[config.mk]
export PLATFORM = sky130hd
export DESIGN_NAME = dtc_regs
export DESIGN_NICKNAME = d
export VERILOG_FILES = /design/src/core/dtc_pkg.sv /design/src/core/dtc_regs.sv
export SDC_FILE = /design/constraint.sdc
export NUM_CORES = 1
export LEC_CHECK = 0
export ABC_AREA = 0
export BUFFER_PORTS_ARGS = -buffer_cell sky130_fd_sc_hd__buf_2
export CAP_MARGIN = 20
export CORE_MARGIN = 2
export CORE_UTILIZATION = 48
export CTS_CLUSTER_DIAMETER = 60
export DETAILED_ROUTE_END_ITERATION = 12
export GPL_TIMING_DRIVEN = 0
export PLACE_DENSITY = 0.9
export REMOVE_ABC_BUFFERS = 1
export SLEW_MARGIN = 20
export SYNTH_ARGS = -nofsm -noshare
export SYNTH_HDL_FRONTEND = slang
export SYNTH_SLANG_ARGS = --single-unit
[constraint.sdc]
create_clock -name hclk -period 2.05 [get_ports hclk]
set_input_delay 0 -clock hclk [delete_from_list [all_inputs] [get_ports hclk]]
set_output_delay 0 -clock hclk [all_outputs]
set_load 0.05 [all_outputs]
[src/core/dtc_pkg.sv]
/*
  Package for the acquisition control register bank: register indices,
  field positions, reset values, decode enumerations and port carriers.
  Assumes a 32-bit AHB-Lite slave with each register in one aligned word.
*/
package dtc_pkg;

  // ******************************************************************
  // register indices, byte address is four times the index
  // ******************************************************************
  localparam logic [3:0] IDX_ADC_MUX = 4'h2;
  localparam logic [3:0] IDX_TRIG = 4'h4;
  localparam logic [3:0] IDX_CAL = 4'h6;
  localparam logic [3:0] IDX_AOUT = 4'h8;
  localparam logic [3:0] IDX_ADC_DATA = 4'hA;
  localparam logic [3:0] IDX_DAC0_DATA = 4'hB;
  localparam logic [3:0] IDX_DAC1_DATA = 4'hC;
  localparam logic [3:0] IDX_EOC_IN = 4'hD;

  // ******************************************************************
  // field positions
  // ******************************************************************
  localparam int ADC_PACER_LSB = 12;
  localparam int ADC_EOC_BIT = 14;
  localparam int TRG_SRC_LSB = 0;
  localparam int TRG_GATE_BIT = 4;
  localparam int TRG_BURST_BIT = 5;
  localparam int TRG_PRE_BIT = 6;
  localparam int TRG_LATCH_BIT = 7;
  localparam int TRG_ARM_BIT = 11;
  localparam int TRG_FFM_BIT = 12;
  localparam int TRG_INDEX_BIT = 12;
  localparam int TRG_CLKSEL_BIT = 13;
  localparam int CAL_TRIM_BIT = 8;
  localparam int CAL_POT_BIT = 9;
  localparam int CAL_SRC_LSB = 11;
  localparam int CAL_EN_BIT = 14;
  localparam int CAL_SDI_BIT = 15;
  localparam int AO_EN_BIT = 1;
  localparam int AO_MODE_BIT = 7;
  localparam int AO_R0_LSB = 8;
  localparam int AO_R1_LSB = 10;

  // ******************************************************************
  // reset values and sizes
  // ******************************************************************
  localparam logic [15:0] RST_REG16 = 16'h0000;
  localparam int POT_BITS = 7;
  localparam int TRIM_BITS = 11;
  localparam int DAC_BITS = 12;
  localparam logic [1:0] HTRANS_NONSEQ = 2'h2;
  localparam logic [2:0] HSIZE_WORD = 3'h2;
  // fastest paced rate, kHz, and the matching least spacing in cycles
  localparam int CLK_KHZ = 125000;
  localparam int PACE_MAX_KHZ = 330;
  localparam int PACE_MIN_CYC = (CLK_KHZ + PACE_MAX_KHZ - 1) / PACE_MAX_KHZ;

  typedef enum logic [1:0] {
    PACE_SOFT = 2'b00,
    PACE_TIMER = 2'b01,
    PACE_EXT_FALL = 2'b10,
    PACE_EXT_RISE = 2'b11
  } dtc_pacer_t;

  typedef enum logic [1:0] {
    TRG_OFF = 2'b00,
    TRG_SOFT = 2'b01,
    TRG_EXT = 2'b10,
    TRG_UNDEF = 2'b11
  } dtc_trig_t;

  // analog side inputs
  typedef struct packed {
    logic eoc;
    logic timer_pacer;
    logic ext_pacer;
    logic ext_trigger;
    logic fifo_half_full_flag;
    logic pre_index_count_done;
  } dtc_ana_in_t;

  // calibration controls
  typedef struct packed {
    logic cal_mode_enable;
    logic [2:0] cal_source_select;
    logic [7:0] trim_dac_value;
    logic [2:0] trim_dac_channel;
    logic trim_dac_load;
    logic [POT_BITS-1:0] gain_pot_value;
    logic gain_pot_load;
  } dtc_cal_out_t;

  // analog output controls
  typedef struct packed {
    logic analog_out_enable;
    logic [1:0] output_range_select0;
    logic [1:0] output_range_select1;
    logic [DAC_BITS-1:0] dac0_value;
    logic [DAC_BITS-1:0] dac1_value;
  } dtc_aout_t;

endpackage

[src/core/dtc_regs.sv]
/*
  Acquisition control register bank: pacer and trigger control, external
  trigger latch, sample-counter start select, serial calibration shifter,
  analog output control. Assumes a single AHB-Lite master on hclk and
  analog-side signals already synchronous to hclk.
*/
`timescale 1ns/1ns
module dtc_regs #(
  parameter int ADDR_W = 8
) (
  input wire logic hclk,
  input wire logic hresetn,
  input wire logic hsel,
  input wire logic [ADDR_W-1:0] haddr,
  input wire logic [1:0] htrans,
  input wire logic hwrite,
  input wire logic [2:0] hsize,
  input wire logic [31:0] hwdata,
  input wire logic hready,
  output logic [31:0] hrdata,
  output logic hreadyout,
  output logic hresp,
  input wire dtc_pkg::dtc_ana_in_t ana_in,
  output logic [3:0] scan_start_channel,
  output logic [3:0] scan_stop_channel,
  output dtc_pkg::dtc_pacer_t pacer_source_select,
  output logic convert_pulse,
  output logic paced_run,
  output logic burst_scan_enable,
  output logic pretrigger_enable,
  output logic sample_count_start,
  output logic user_counter_clock_select,
  output dtc_pkg::dtc_cal_out_t cal_out,
  output dtc_pkg::dtc_aout_t aout
);
  import dtc_pkg::*;

  // ******************************************************************
  // bus slave: capture address phase, act in data phase
  // ******************************************************************
  logic wr_ph_ff;
  logic [3:0] idx_ff;
  logic [15:0] mux_ff;
  logic [15:0] trig_ff;
  logic [15:0] cal_ff;
  logic [15:0] aout_ff;
  logic latch_ff;
  logic ext_trig_prev_ff;
  logic ext_pace_prev_ff;
  logic timer_prev_ff;
  logic [TRIM_BITS-1:0] shift_ff;
  logic [8:0] pace_cnt_ff;
  logic [31:0] hrdata_ff;
  logic conv_ff;
  logic eoc_in_ff;
  logic [DAC_BITS-1:0] dac0_ff;
  logic [DAC_BITS-1:0] dac1_ff;
  logic trim_load_ff;
  logic pot_load_ff;
  logic addr_ok;
  logic take;
  logic wr;
  logic rd_ok;
  logic [15:0] wd;
  logic ext_rise;
  logic pace_evt;
  logic pace_raw;
  logic cal_wr;
  dtc_trig_t tsrc;

  assign take = hsel && hready && (htrans == HTRANS_NONSEQ);
  assign addr_ok = (haddr[1:0] == 2'b00) && (haddr[ADDR_W-1:6] == '0) &&
                   (hsize == HSIZE_WORD);
  assign wr = wr_ph_ff;
  assign wd = hwdata[15:0];
  assign hreadyout = 1'b1;
  assign hresp = 1'b0;
  assign hrdata = hrdata_ff;

  always_ff @(posedge hclk or negedge hresetn) begin
    if (!hresetn) begin
      wr_ph_ff <= 1'b0;
      idx_ff <= 4'h0;
    end else begin
      wr_ph_ff <= take && hwrite && addr_ok;
      idx_ff <= haddr[5:2];
    end
  end

  // read data is registered in the address phase so it stands in the data phase
  always_comb begin
    rd_ok = take && !hwrite && addr_ok;
  end

  always_ff @(posedge hclk or negedge hresetn) begin
    if (!hresetn) begin
      hrdata_ff <= 32'h0000_0000;
    end else if (rd_ok) begin
      unique case (haddr[5:2])
        IDX_ADC_MUX: begin
          hrdata_ff <= '0;
          hrdata_ff[ADC_EOC_BIT] <= ana_in.eoc;
        end
        IDX_TRIG: begin
          hrdata_ff <= '0;
          hrdata_ff[TRG_LATCH_BIT] <= latch_ff;
          hrdata_ff[TRG_INDEX_BIT] <= ana_in.pre_index_count_done;
        end
        IDX_EOC_IN: hrdata_ff <= {31'h0000_0000, eoc_in_ff};
        default: hrdata_ff <= 32'h0000_0000;
      endcase
    end else begin
      hrdata_ff <= 32'h0000_0000;
    end
  end

  // ******************************************************************
  // control registers
  // ******************************************************************
  assign cal_wr = wr && (idx_ff == IDX_CAL);

  always_ff @(posedge hclk or negedge hresetn) begin
    if (!hresetn) begin
      mux_ff <= RST_REG16;
      trig_ff <= RST_REG16;
      cal_ff <= RST_REG16;
      aout_ff <= RST_REG16;
    end else if (wr) begin
      if (idx_ff == IDX_ADC_MUX) begin
        mux_ff <= wd;
      end
      if (idx_ff == IDX_TRIG) begin
        trig_ff <= wd;
        trig_ff[TRG_LATCH_BIT] <= 1'b0;
      end
      if (cal_wr) begin
        cal_ff <= wd;
      end
      if (idx_ff == IDX_AOUT) begin
        aout_ff <= wd;
      end
    end
  end

  assign scan_start_channel = mux_ff[3:0];
  assign scan_stop_channel = mux_ff[7:4];
  assign pacer_source_select = dtc_pacer_t'(mux_ff[ADC_PACER_LSB +: 2]);
  assign tsrc = dtc_trig_t'(trig_ff[TRG_SRC_LSB +: 2]);
  assign burst_scan_enable = trig_ff[TRG_BURST_BIT];
  assign pretrigger_enable = trig_ff[TRG_PRE_BIT];
  assign user_counter_clock_select = trig_ff[TRG_CLKSEL_BIT];

  // ******************************************************************
  // external trigger latch; set wins over a same-cycle clear only while the latch is clear, otherwise the clear wins
  // ******************************************************************
  always_ff @(posedge hclk or negedge hresetn) begin
    if (!hresetn) begin
      ext_trig_prev_ff <= 1'b0;
    end else begin
      ext_trig_prev_ff <= ana_in.ext_trigger;
    end
  end

  assign ext_rise = ana_in.ext_trigger && !ext_trig_prev_ff && trig_ff[TRG_GATE_BIT]
                    && (tsrc == TRG_EXT);

  always_ff @(posedge hclk or negedge hresetn) begin
    if (!hresetn) begin
      latch_ff <= 1'b0;
    end else if (ext_rise && !latch_ff) begin
      latch_ff <= 1'b1;
    end else if (wr && idx_ff == IDX_TRIG && wd[TRG_LATCH_BIT]) begin
      latch_ff <= 1'b0;
    end
  end

  // ******************************************************************
  // pacing and conversion start
  // ******************************************************************
  always_ff @(posedge hclk or negedge hresetn) begin
    if (!hresetn) begin
      ext_pace_prev_ff <= 1'b0;
      timer_prev_ff <= 1'b0;
    end else begin
      ext_pace_prev_ff <= ana_in.ext_pacer;
      timer_prev_ff <= ana_in.timer_pacer;
    end
  end

  // trigger off runs freely; software trigger runs at once; external waits for latch
  assign paced_run = (tsrc == TRG_OFF) || (tsrc == TRG_SOFT) ||
                     ((tsrc == TRG_EXT) && latch_ff);

  always_comb begin
    unique case (pacer_source_select)
      PACE_SOFT: pace_raw = 1'b0;
      PACE_TIMER: pace_raw = ana_in.timer_pacer && !timer_prev_ff;
      PACE_EXT_FALL: pace_raw = !ana_in.ext_pacer && ext_pace_prev_ff;
      PACE_EXT_RISE: pace_raw = ana_in.ext_pacer && !ext_pace_prev_ff;
    endcase
  end

  // paced or burst conversions never come closer than the 330 kHz spacing
  assign pace_evt = (pace_cnt_ff == 9'h000) &&
                    ((pace_raw && paced_run) || (burst_scan_enable && paced_run &&
                     pacer_source_select != PACE_SOFT));

  always_ff @(posedge hclk or negedge hresetn) begin
    if (!hresetn) begin
      pace_cnt_ff <= 9'h000;
    end else if (pace_evt) begin
      pace_cnt_ff <= 9'(PACE_MIN_CYC - 1);
    end else if (pace_cnt_ff != 9'h000) begin
      pace_cnt_ff <= pace_cnt_ff - 9'h001;
    end
  end

  always_ff @(posedge hclk or negedge hresetn) begin
    if (!hresetn) begin
      conv_ff <= 1'b0;
      eoc_in_ff <= 1'b0;
    end else begin
      conv_ff <= pace_evt || (wr && idx_ff == IDX_ADC_DATA &&
                 pacer_source_select == PACE_SOFT);
      eoc_in_ff <= ana_in.eoc;
    end
  end
  assign convert_pulse = conv_ff;

  // ******************************************************************
  // sample counter start select
  // ******************************************************************
  always_comb begin
    if (!trig_ff[TRG_ARM_BIT]) begin
      sample_count_start = 1'b0;
    end else if (!pretrigger_enable) begin
      sample_count_start = conv_ff;
    end else if (!trig_ff[TRG_FFM_BIT]) begin
      sample_count_start = ana_in.fifo_half_full_flag;
    end else begin
      sample_count_start = latch_ff;
    end
  end

  // ******************************************************************
  // serial calibration shifter, one bit per write with both load bits clear, MSB first
  // ******************************************************************
  always_ff @(posedge hclk or negedge hresetn) begin
    if (!hresetn) begin
      shift_ff <= '0;
      trim_load_ff <= 1'b0;
      pot_load_ff <= 1'b0;
    end else begin
      trim_load_ff <= cal_wr && wd[CAL_TRIM_BIT] && !cal_ff[CAL_TRIM_BIT];
      pot_load_ff <= cal_wr && wd[CAL_POT_BIT] && !cal_ff[CAL_POT_BIT];
      if (cal_wr && !wd[CAL_TRIM_BIT] && !wd[CAL_POT_BIT]) begin
        shift_ff <= {shift_ff[TRIM_BITS-2:0], wd[CAL_SDI_BIT]};
      end
    end
  end

  // trim word is three address bits then eight data bits
  assign cal_out.trim_dac_channel = shift_ff[10:8];
  assign cal_out.trim_dac_value = shift_ff[7:0];
  assign cal_out.trim_dac_load = trim_load_ff;
  assign cal_out.gain_pot_value = shift_ff[POT_BITS-1:0];
  assign cal_out.gain_pot_load = pot_load_ff;
  assign cal_out.cal_source_select = cal_ff[CAL_SRC_LSB +: 3];
  assign cal_out.cal_mode_enable = cal_ff[CAL_EN_BIT];

  // ******************************************************************
  // analog output data and control
  // ******************************************************************
  always_ff @(posedge hclk or negedge hresetn) begin
    if (!hresetn) begin
      dac0_ff <= '0;
      dac1_ff <= '0;
    end else if (wr) begin
      if (idx_ff == IDX_DAC0_DATA) begin
        dac0_ff <= hwdata[DAC_BITS-1:0];
        if (aout_ff[AO_MODE_BIT]) begin
          dac1_ff <= hwdata[DAC_BITS-1:0];
        end
      end
      if (idx_ff == IDX_DAC1_DATA) begin
        dac1_ff <= hwdata[DAC_BITS-1:0];
      end
    end
  end

  assign aout.analog_out_enable = aout_ff[AO_EN_BIT];
  assign aout.output_range_select0 = aout_ff[AO_R0_LSB +: 2];
  assign aout.output_range_select1 = aout_ff[AO_R1_LSB +: 2];
  assign aout.dac0_value = dac0_ff;
  assign aout.dac1_value = dac1_ff;

endmodule
; Word level (Yosys, flattened, before mapping)
; Index checks and enable logic that the tools add are counted.
; Widths: inputs -> output; s select.
[totals]
reg_bits = 143
wordCells = 112
[classes]
reduce_logical = 62
n_addsub = 1
n_eq_ne = 17
muxes = 13
[ops]
columns = op, n
row1 = $pmux 15 s3, 1
row2 = $mux 12, 3
row3 = $mux 32, 1
row4 = $logic_and 1x1->1, 31
row5 = $eq 4x4->1 const B, 5
row6 = $mux 9, 2
row7 = $eq 4x3->1 const B, 3
row8 = $logic_not 1->1, 10
row9 = $reduce_and 2->1, 5
row10 = $reduce_bool 2->1, 5
row11 = $logic_not 9->1, 1
row12 = $reduce_bool 9->1, 1
row13 = $sub 9x1->9 const B, 1
row14 = $eq 2x2->1 const B, 4
row15 = $eq 4x2->1 const B, 2
row16 = $logic_not 2->1, 4
row17 = $mux 1, 5
row18 = $eq 2x1->1 const B, 2
row19 = $logic_or 1x1->1, 4
row20 = $pmux 1 s4, 1
row21 = $eq 3x2->1 const B, 1
row22 = $reduce_and 3->1, 1

; Logic depth before layout (Yosys ltp)
[logic_depth]
word_depth = 8
ltp_mapped = 6
mapped_depth_nobuf = 6

; Least setup slack after synthesis
; OpenSTA, ideal clock, no wires.
[synth_path]
path_type = register to register
from = reg mux_ff[13]
to = reg pace_cnt_ff[0]
setup_slack_ns = 0.251
path_stages_with_launch = 5
setup_time_ns = 0.065
n_path_buf = 0
arrival_ns = 1.734
cell_sequence = dfrtp_1 -> and4b_1 -> or4_1 -> a21oi_1 -> mux2_2
[synth_between]
elab_chain_cells = 6
word_cells_on_any_way = 12
cone_classes = 3 x eq/ne / 2 x mux / 7 x reduce/logical
[synth_lines]
columns = element, line
row1 = from (decl), dtc_regs.sv:43  ; logic [15:0] mux_ff;
row2 = from (signal assigned), dtc_regs.sv:130  ; mux_ff <= wd;
row3 = $eq 2x2->1 (tied with other cells), dtc_regs.sv:195  ; unique case (pacer_source_select)
row4 = $pmux 1 s4, dtc_regs.sv:195
row5 = $logic_and 1x1->1, dtc_regs.sv:205  ; ((pace_raw && paced_run) || (burst_scan_enable && paced_run &&
row6 = $logic_or 1x1->1 *, dtc_regs.sv:205
row7 = $logic_and 1x1->1 *, dtc_regs.sv:204  ; assign pace_evt = (pace_cnt_ff == 9'h000) &&
row8 = $mux 9 or $reduce_bool 2->1 (tied branches), --
row9 = to (signal assigned), dtc_regs.sv:212  ; pace_cnt_ff <= 9'(PACE_MIN_CYC - 1);
row10 = to (signal assigned), dtc_regs.sv:214  ; pace_cnt_ff <= pace_cnt_ff - 9'h001;
row11 = to (decl), dtc_regs.sv:52  ; logic [8:0] pace_cnt_ff;
; Every way passes the cells marked *; elsewhere a longest branch is shown, timed or not.
; A chain may end at the register's enable or synchronous reset.

; Worst setup path after layout
[layout_path]
from = reg pace_cnt_ff[3]
to = reg pace_cnt_ff[5]
[layout_between]
elab_chain_cells = 3
word_cells_on_any_way = 7
cone_classes = 1 x add/sub / 2 x mux / 4 x reduce/logical
[layout_lines]
columns = element, line
row1 = $sub 9x1->9 or $logic_not 9->1 (tied branches), "dtc_regs.sv:214, dtc_regs.sv:204"
row2 = $mux 9 or $logic_and 1x1->1 (tied branches), "dtc_regs.sv:213, dtc_regs.sv:204"
row3 = $mux 9 or $reduce_bool 2->1 (tied branches), --
; Several ways; a longest one is shown, not always the timed one. The select of a mux whose other input is x is not followed.

==> results.md <==
Worst setup path:
- The combined buffer and inverter count along the critical path is 0.
- The maximum net fanout on the critical path is 6.
- The worst setup path category is register to register.
- The number of cells traversed by the worst register-to-register path is 4.
- The critical path's top delay family is simple AND/OR/NAND/NOR gates.
- Walking the worst path, the cells encountered are or3_1 > nor3_1 > nand3_1 > a32oi_1.
- The worst setup path is captured at a register.
- The data arrival time of the critical path is 2.18 ns.
- The type of element launching the critical path is a register.
- The cell with the largest stage delay on the worst path is sky130_fd_sc_hd__dfrtp_1.
- The critical path depth in cells is 4.
- The highest cell delay on the worst timing path is 0.44 ns.
- The required time of the critical path is 2.31 ns.

Detailed routing:
- In this run the top signal layer used is met4.
- In this run the remaining antenna-violating nets after routing total 0.
- The first-pass iteration count of the detailed router is 4.
- The detail-routed net length per standard cell is about 16 um.
- The detailed router placed 2774 vias in this run.
- After the first detailed-routing iteration, the DRC count stood at around 120.
- The final layout contains routed wiring with a total length of 8690 um.
- The met1 wire length is 3410 um.
- Using the TritonRoute via totals, the vias-per-cell ratio works out to 5.06.
- Detailed routing placed a total of around 4500 um of wire on met2.
- The wire length on met3 is 598 um.
- The number of DRC violations after detailed routing is 0.

Min path:
- The tightest min-delay check is of the input pin to register type.
- Along the worst hold path, the cell count comes to 4.

Floorplan:
- The total die area is around 0.009 mm2.
- The effective utilization at floorplan is 49.0%.
- After floorplanning, the core was sized to cover between 0.008 and 0.009 mm2.
- The number of placement rows is 33.
- For this design the top-level I/O count stands at 159.
- The height of the chip is 95.1 um.
- The die width is 95.1 um.

STA:
- Final hold analysis gives a worst-case slack of 0.0244 ns.
- At the pin with the least slew margin, the transition time is roughly 0.56 ns.
- The max-slew violation count is 0.
- Setup violations remaining at the end of the flow were counted as 0.
- Clock skew on the completed layout was measured at between 0.004 and 0.005 ns.
- The worst path in the final design needs a cycle of 1.92 ns, including I/O delays and setup.
- The fmax is 522 MHz.
- The number of failing hold endpoints at the final stage is 0.
- After layout, the worst path uses just over 90% of the clock period.
- Setup repair after global routing left no endpoint under its margin.
- Measured against its own limit, the worst slew margin works out to a little over three fifths.

GRT:
- Global routing used 19.7% of the available tracks across all layers.
- The global-route wire length before repair is roughly 13000 um.
- The via count of the first global-routing pass is 2759.
- Entering global routing, the biggest net connects 50 pins.
- The number of antenna violations at the first check in global routing came to 0.
- The remaining global-route overflow is 0.

Cells and area:
- The number of inserted filler cells in the final layout is between 600 and 700.
- The area of the multi-input gates is 0.00141 mm2.
- Registers take 0.00228 mm2.
- In the layout the commonest cells are 111 x sky130_fd_sc_hd__buf_2, 91 x sky130_fd_sc_hd__dfrtp_1, 49 x sky130_fd_sc_hd__mux2_2, 30 x sky130_fd_sc_hd__nand2_1, 30 x sky130_fd_sc_hd__conb_1.
- In the final design database the tool counted 495 nets.
- The relative area change from synthesis to final layout is 24.3%.
- The ratio of cells with drive above 1 in the final layout is 43.8%.
- The antenna diode count is 0.
- The most common cell after layout, fill and taps aside is sky130_fd_sc_hd__buf_2.

Power and ir drop:
- The worst-case IR drop observed on VDD is between 500 and 600 uV.
- The design draws roughly 3.6 mW.
- For this design the static power due to leakage is 2.58 nW.
- The power density relative to cell area is 730 mW/mm2.

Synth:
- The Yosys step of the flow raised 0 warnings.
- The area share of the largest cell type after synthesis is between 50% and 60%.
- The most used flip-flop cell after synthesis is sky130_fd_sc_hd__dfrtp_1.
- The post-synthesis cell count is between 300 and 400.
- The number of different library cells in the post-synthesis netlist is 41.
- Summing every instance area after synthesis gives 0.00398 mm2.
- For this run, the register share of the synthesized area comes to 57.2%.
- The largest total area in the synthesized netlist belongs to sky130_fd_sc_hd__dfrtp_1.
- A synthesized cell averages approximately 13 um2.
- The share of flip-flops with an asynchronous set or reset after synthesis is between 90% and 100%.
- The number of synthesized register bits is 91.
- The number of synthesized flops with an enable pin is 0.
- Yosys attributes the largest share of cell area to sky130_fd_sc_hd__dfrtp_1 57%, sky130_fd_sc_hd__mux2_2 14%, sky130_fd_sc_hd__buf_4 9.0%, sky130_fd_sc_hd__mux2_4 3.8%, sky130_fd_sc_hd__nand2_1 2.8%.

Clocking:
- The clock network latency to the later pin of the worst-skew pair is 0.35 ns.
- Clock-pin slew was measured on the worst setup and hold paths at 0.08 ns.
- The number of buffers on the longest clock path is 2.
- For this design, the sink count on the clock tree is 91.
- TritonCTS built the clock tree.
- The number of levels in the clock H-tree is 3.
- The number of clock buffers added by TritonCTS is 9.
- CTS placed an instance of sky130_fd_sc_hd__clkbuf_8 at the clock tree root.

Job:
- Across the run, the number of max-cap violations was 0.

Placed design:
- The half-perimeter wire length after detailed placement is about 6000 um.
- Input and output buffers added on the ports amount to 112.
- Routability-driven placement finished with a final weighted congestion of 0.785.

Outcome:
- The run finished with clean final reports.
-- logic make-up after synthesis --
| group | after synthesis | share of synthesized area, % |
|---|---|---|
| buffers and inverters | 60 | 10.4 |
| and+or+nand+nor | 79 | 11.1 |
| DFF | 91 | 57.2 |
| muxes | 60 | 17.9 |
| other | 2 | 0.189 |
| adders and majority gates | 1 | 0.314 |
| AOI/OAI and AO/OA | 18 | 2.98 |
-- cells in the mapped netlist (2+ instances only) --
cell	instances
sky130_fd_sc_hd__nand2_1	30
sky130_fd_sc_hd__buf_4	48
sky130_fd_sc_hd__nor4_1	3
sky130_fd_sc_hd__mux2_4	10
sky130_fd_sc_hd__dfrtp_1	91
sky130_fd_sc_hd__mux2_2	49
sky130_fd_sc_hd__nor3b_1	5
sky130_fd_sc_hd__or2_2	2
sky130_fd_sc_hd__nor2_1	9
sky130_fd_sc_hd__nand4_1	2
sky130_fd_sc_hd__or4_1	2
sky130_fd_sc_hd__o31ai_1	2
sky130_fd_sc_hd__clkbuf_1	3
sky130_fd_sc_hd__a21oi_1	2
sky130_fd_sc_hd__o211ai_1	2
sky130_fd_sc_hd__nand3_1	2
sky130_fd_sc_hd__nand2b_1	4
sky130_fd_sc_hd__inv_1	6
sky130_fd_sc_hd__conb_1	2
sky130_fd_sc_hd__nor3_1	5
sky130_fd_sc_hd__o21ai_0	5
sky130_fd_sc_hd__or3_1	5
sky130_fd_sc_hd__a31oi_1	2
sky130_fd_sc_hd__buf_2	2
sky130_fd_sc_hd__nor4bb_1	2
-- where the power goes --
part / internal, mW / total (mW) / switching (mW)
sequential: 1.83 / 1.85 / 0.0264
clock: 0.752 / 1.35 / 0.594
combinational: 0.114 / 0.415 / 0.301
-- final timing paths --
kind	startpoint	end	slack [ns]
worst max-delay path	pace_cnt_ff[3]	pace_cnt_ff[5]	0.13
worst min-delay path	hsize[0]	wr	0.02
worst max register to register	pace_cnt_ff[3]	pace_cnt_ff[5]	0.13
worst min register to register	cal_ff[9]	pot_load_ff	0.44
max in group asynchronous	hresetn	dac1_ff[8]	1.25
min in group asynchronous	hresetn	pace_cnt_ff[6]	0.19
-- layout make-up --
type                       instances  area share, %
timing repair buffer             142           17.8
inverter                           6          0.455
clock inverter                     4           1.47
clock buffer                      12           3.13
multi-input combinational        188           28.5
sequential                        91           46.0
tap                              105           2.65
-- what timing repair did --
item / 4_1_cts / 5_1_grt
hold endpoints to repair: 113 / 0
gates resized for setup: 0 / 2
setup endpoints to repair: 0 / 24
hold buffers: 29 / 0
buffers inserted: 0 / 0
-- layer usage --
metal,GRT usage (%),up-vias
met2,33.5,130
met1,24.0,1382
met4,6.64,0
li1,-,1240
met5,0,-
met3,5.69,22
-- worst min-delay path, cell delays in order --
cell	delay, ns
sky130_fd_sc_hd__buf_2	0.08
sky130_fd_sc_hd__nor2_1	0.03
sky130_fd_sc_hd__nand4_1	0.18
sky130_fd_sc_hd__nor2_1	0.06
-- registers in the layout, summed over array words and instances (netlist names), 4 cells and up --
register,cells
pace_cnt_ff,9
dac0_ff,12
cal_ff,6
shift_ff,11
dac1_ff,12
trig_ff,8
aout_ff,6
mux_ff,10
hrdata,4
idx_ff,4
-- through the flow --
stage          setup WS (ns)  cells  utilization [%]  cell area [um2]  TNS [ns]
3_3_place_gp          -0.237    502             53.9             4390     -5.14
4_1_cts               0.0232    548             60.7             4940         0
5_1_grt               0.0320    548             60.9             4950         0
3_5_place_dp          0.0245    503             54.4             4420         0
2_1_floorplan          0.238    285                -             3700         0
6_report               0.134    548             60.9             4950         0
Note: power is estimated with default switching activity, not from simulation.
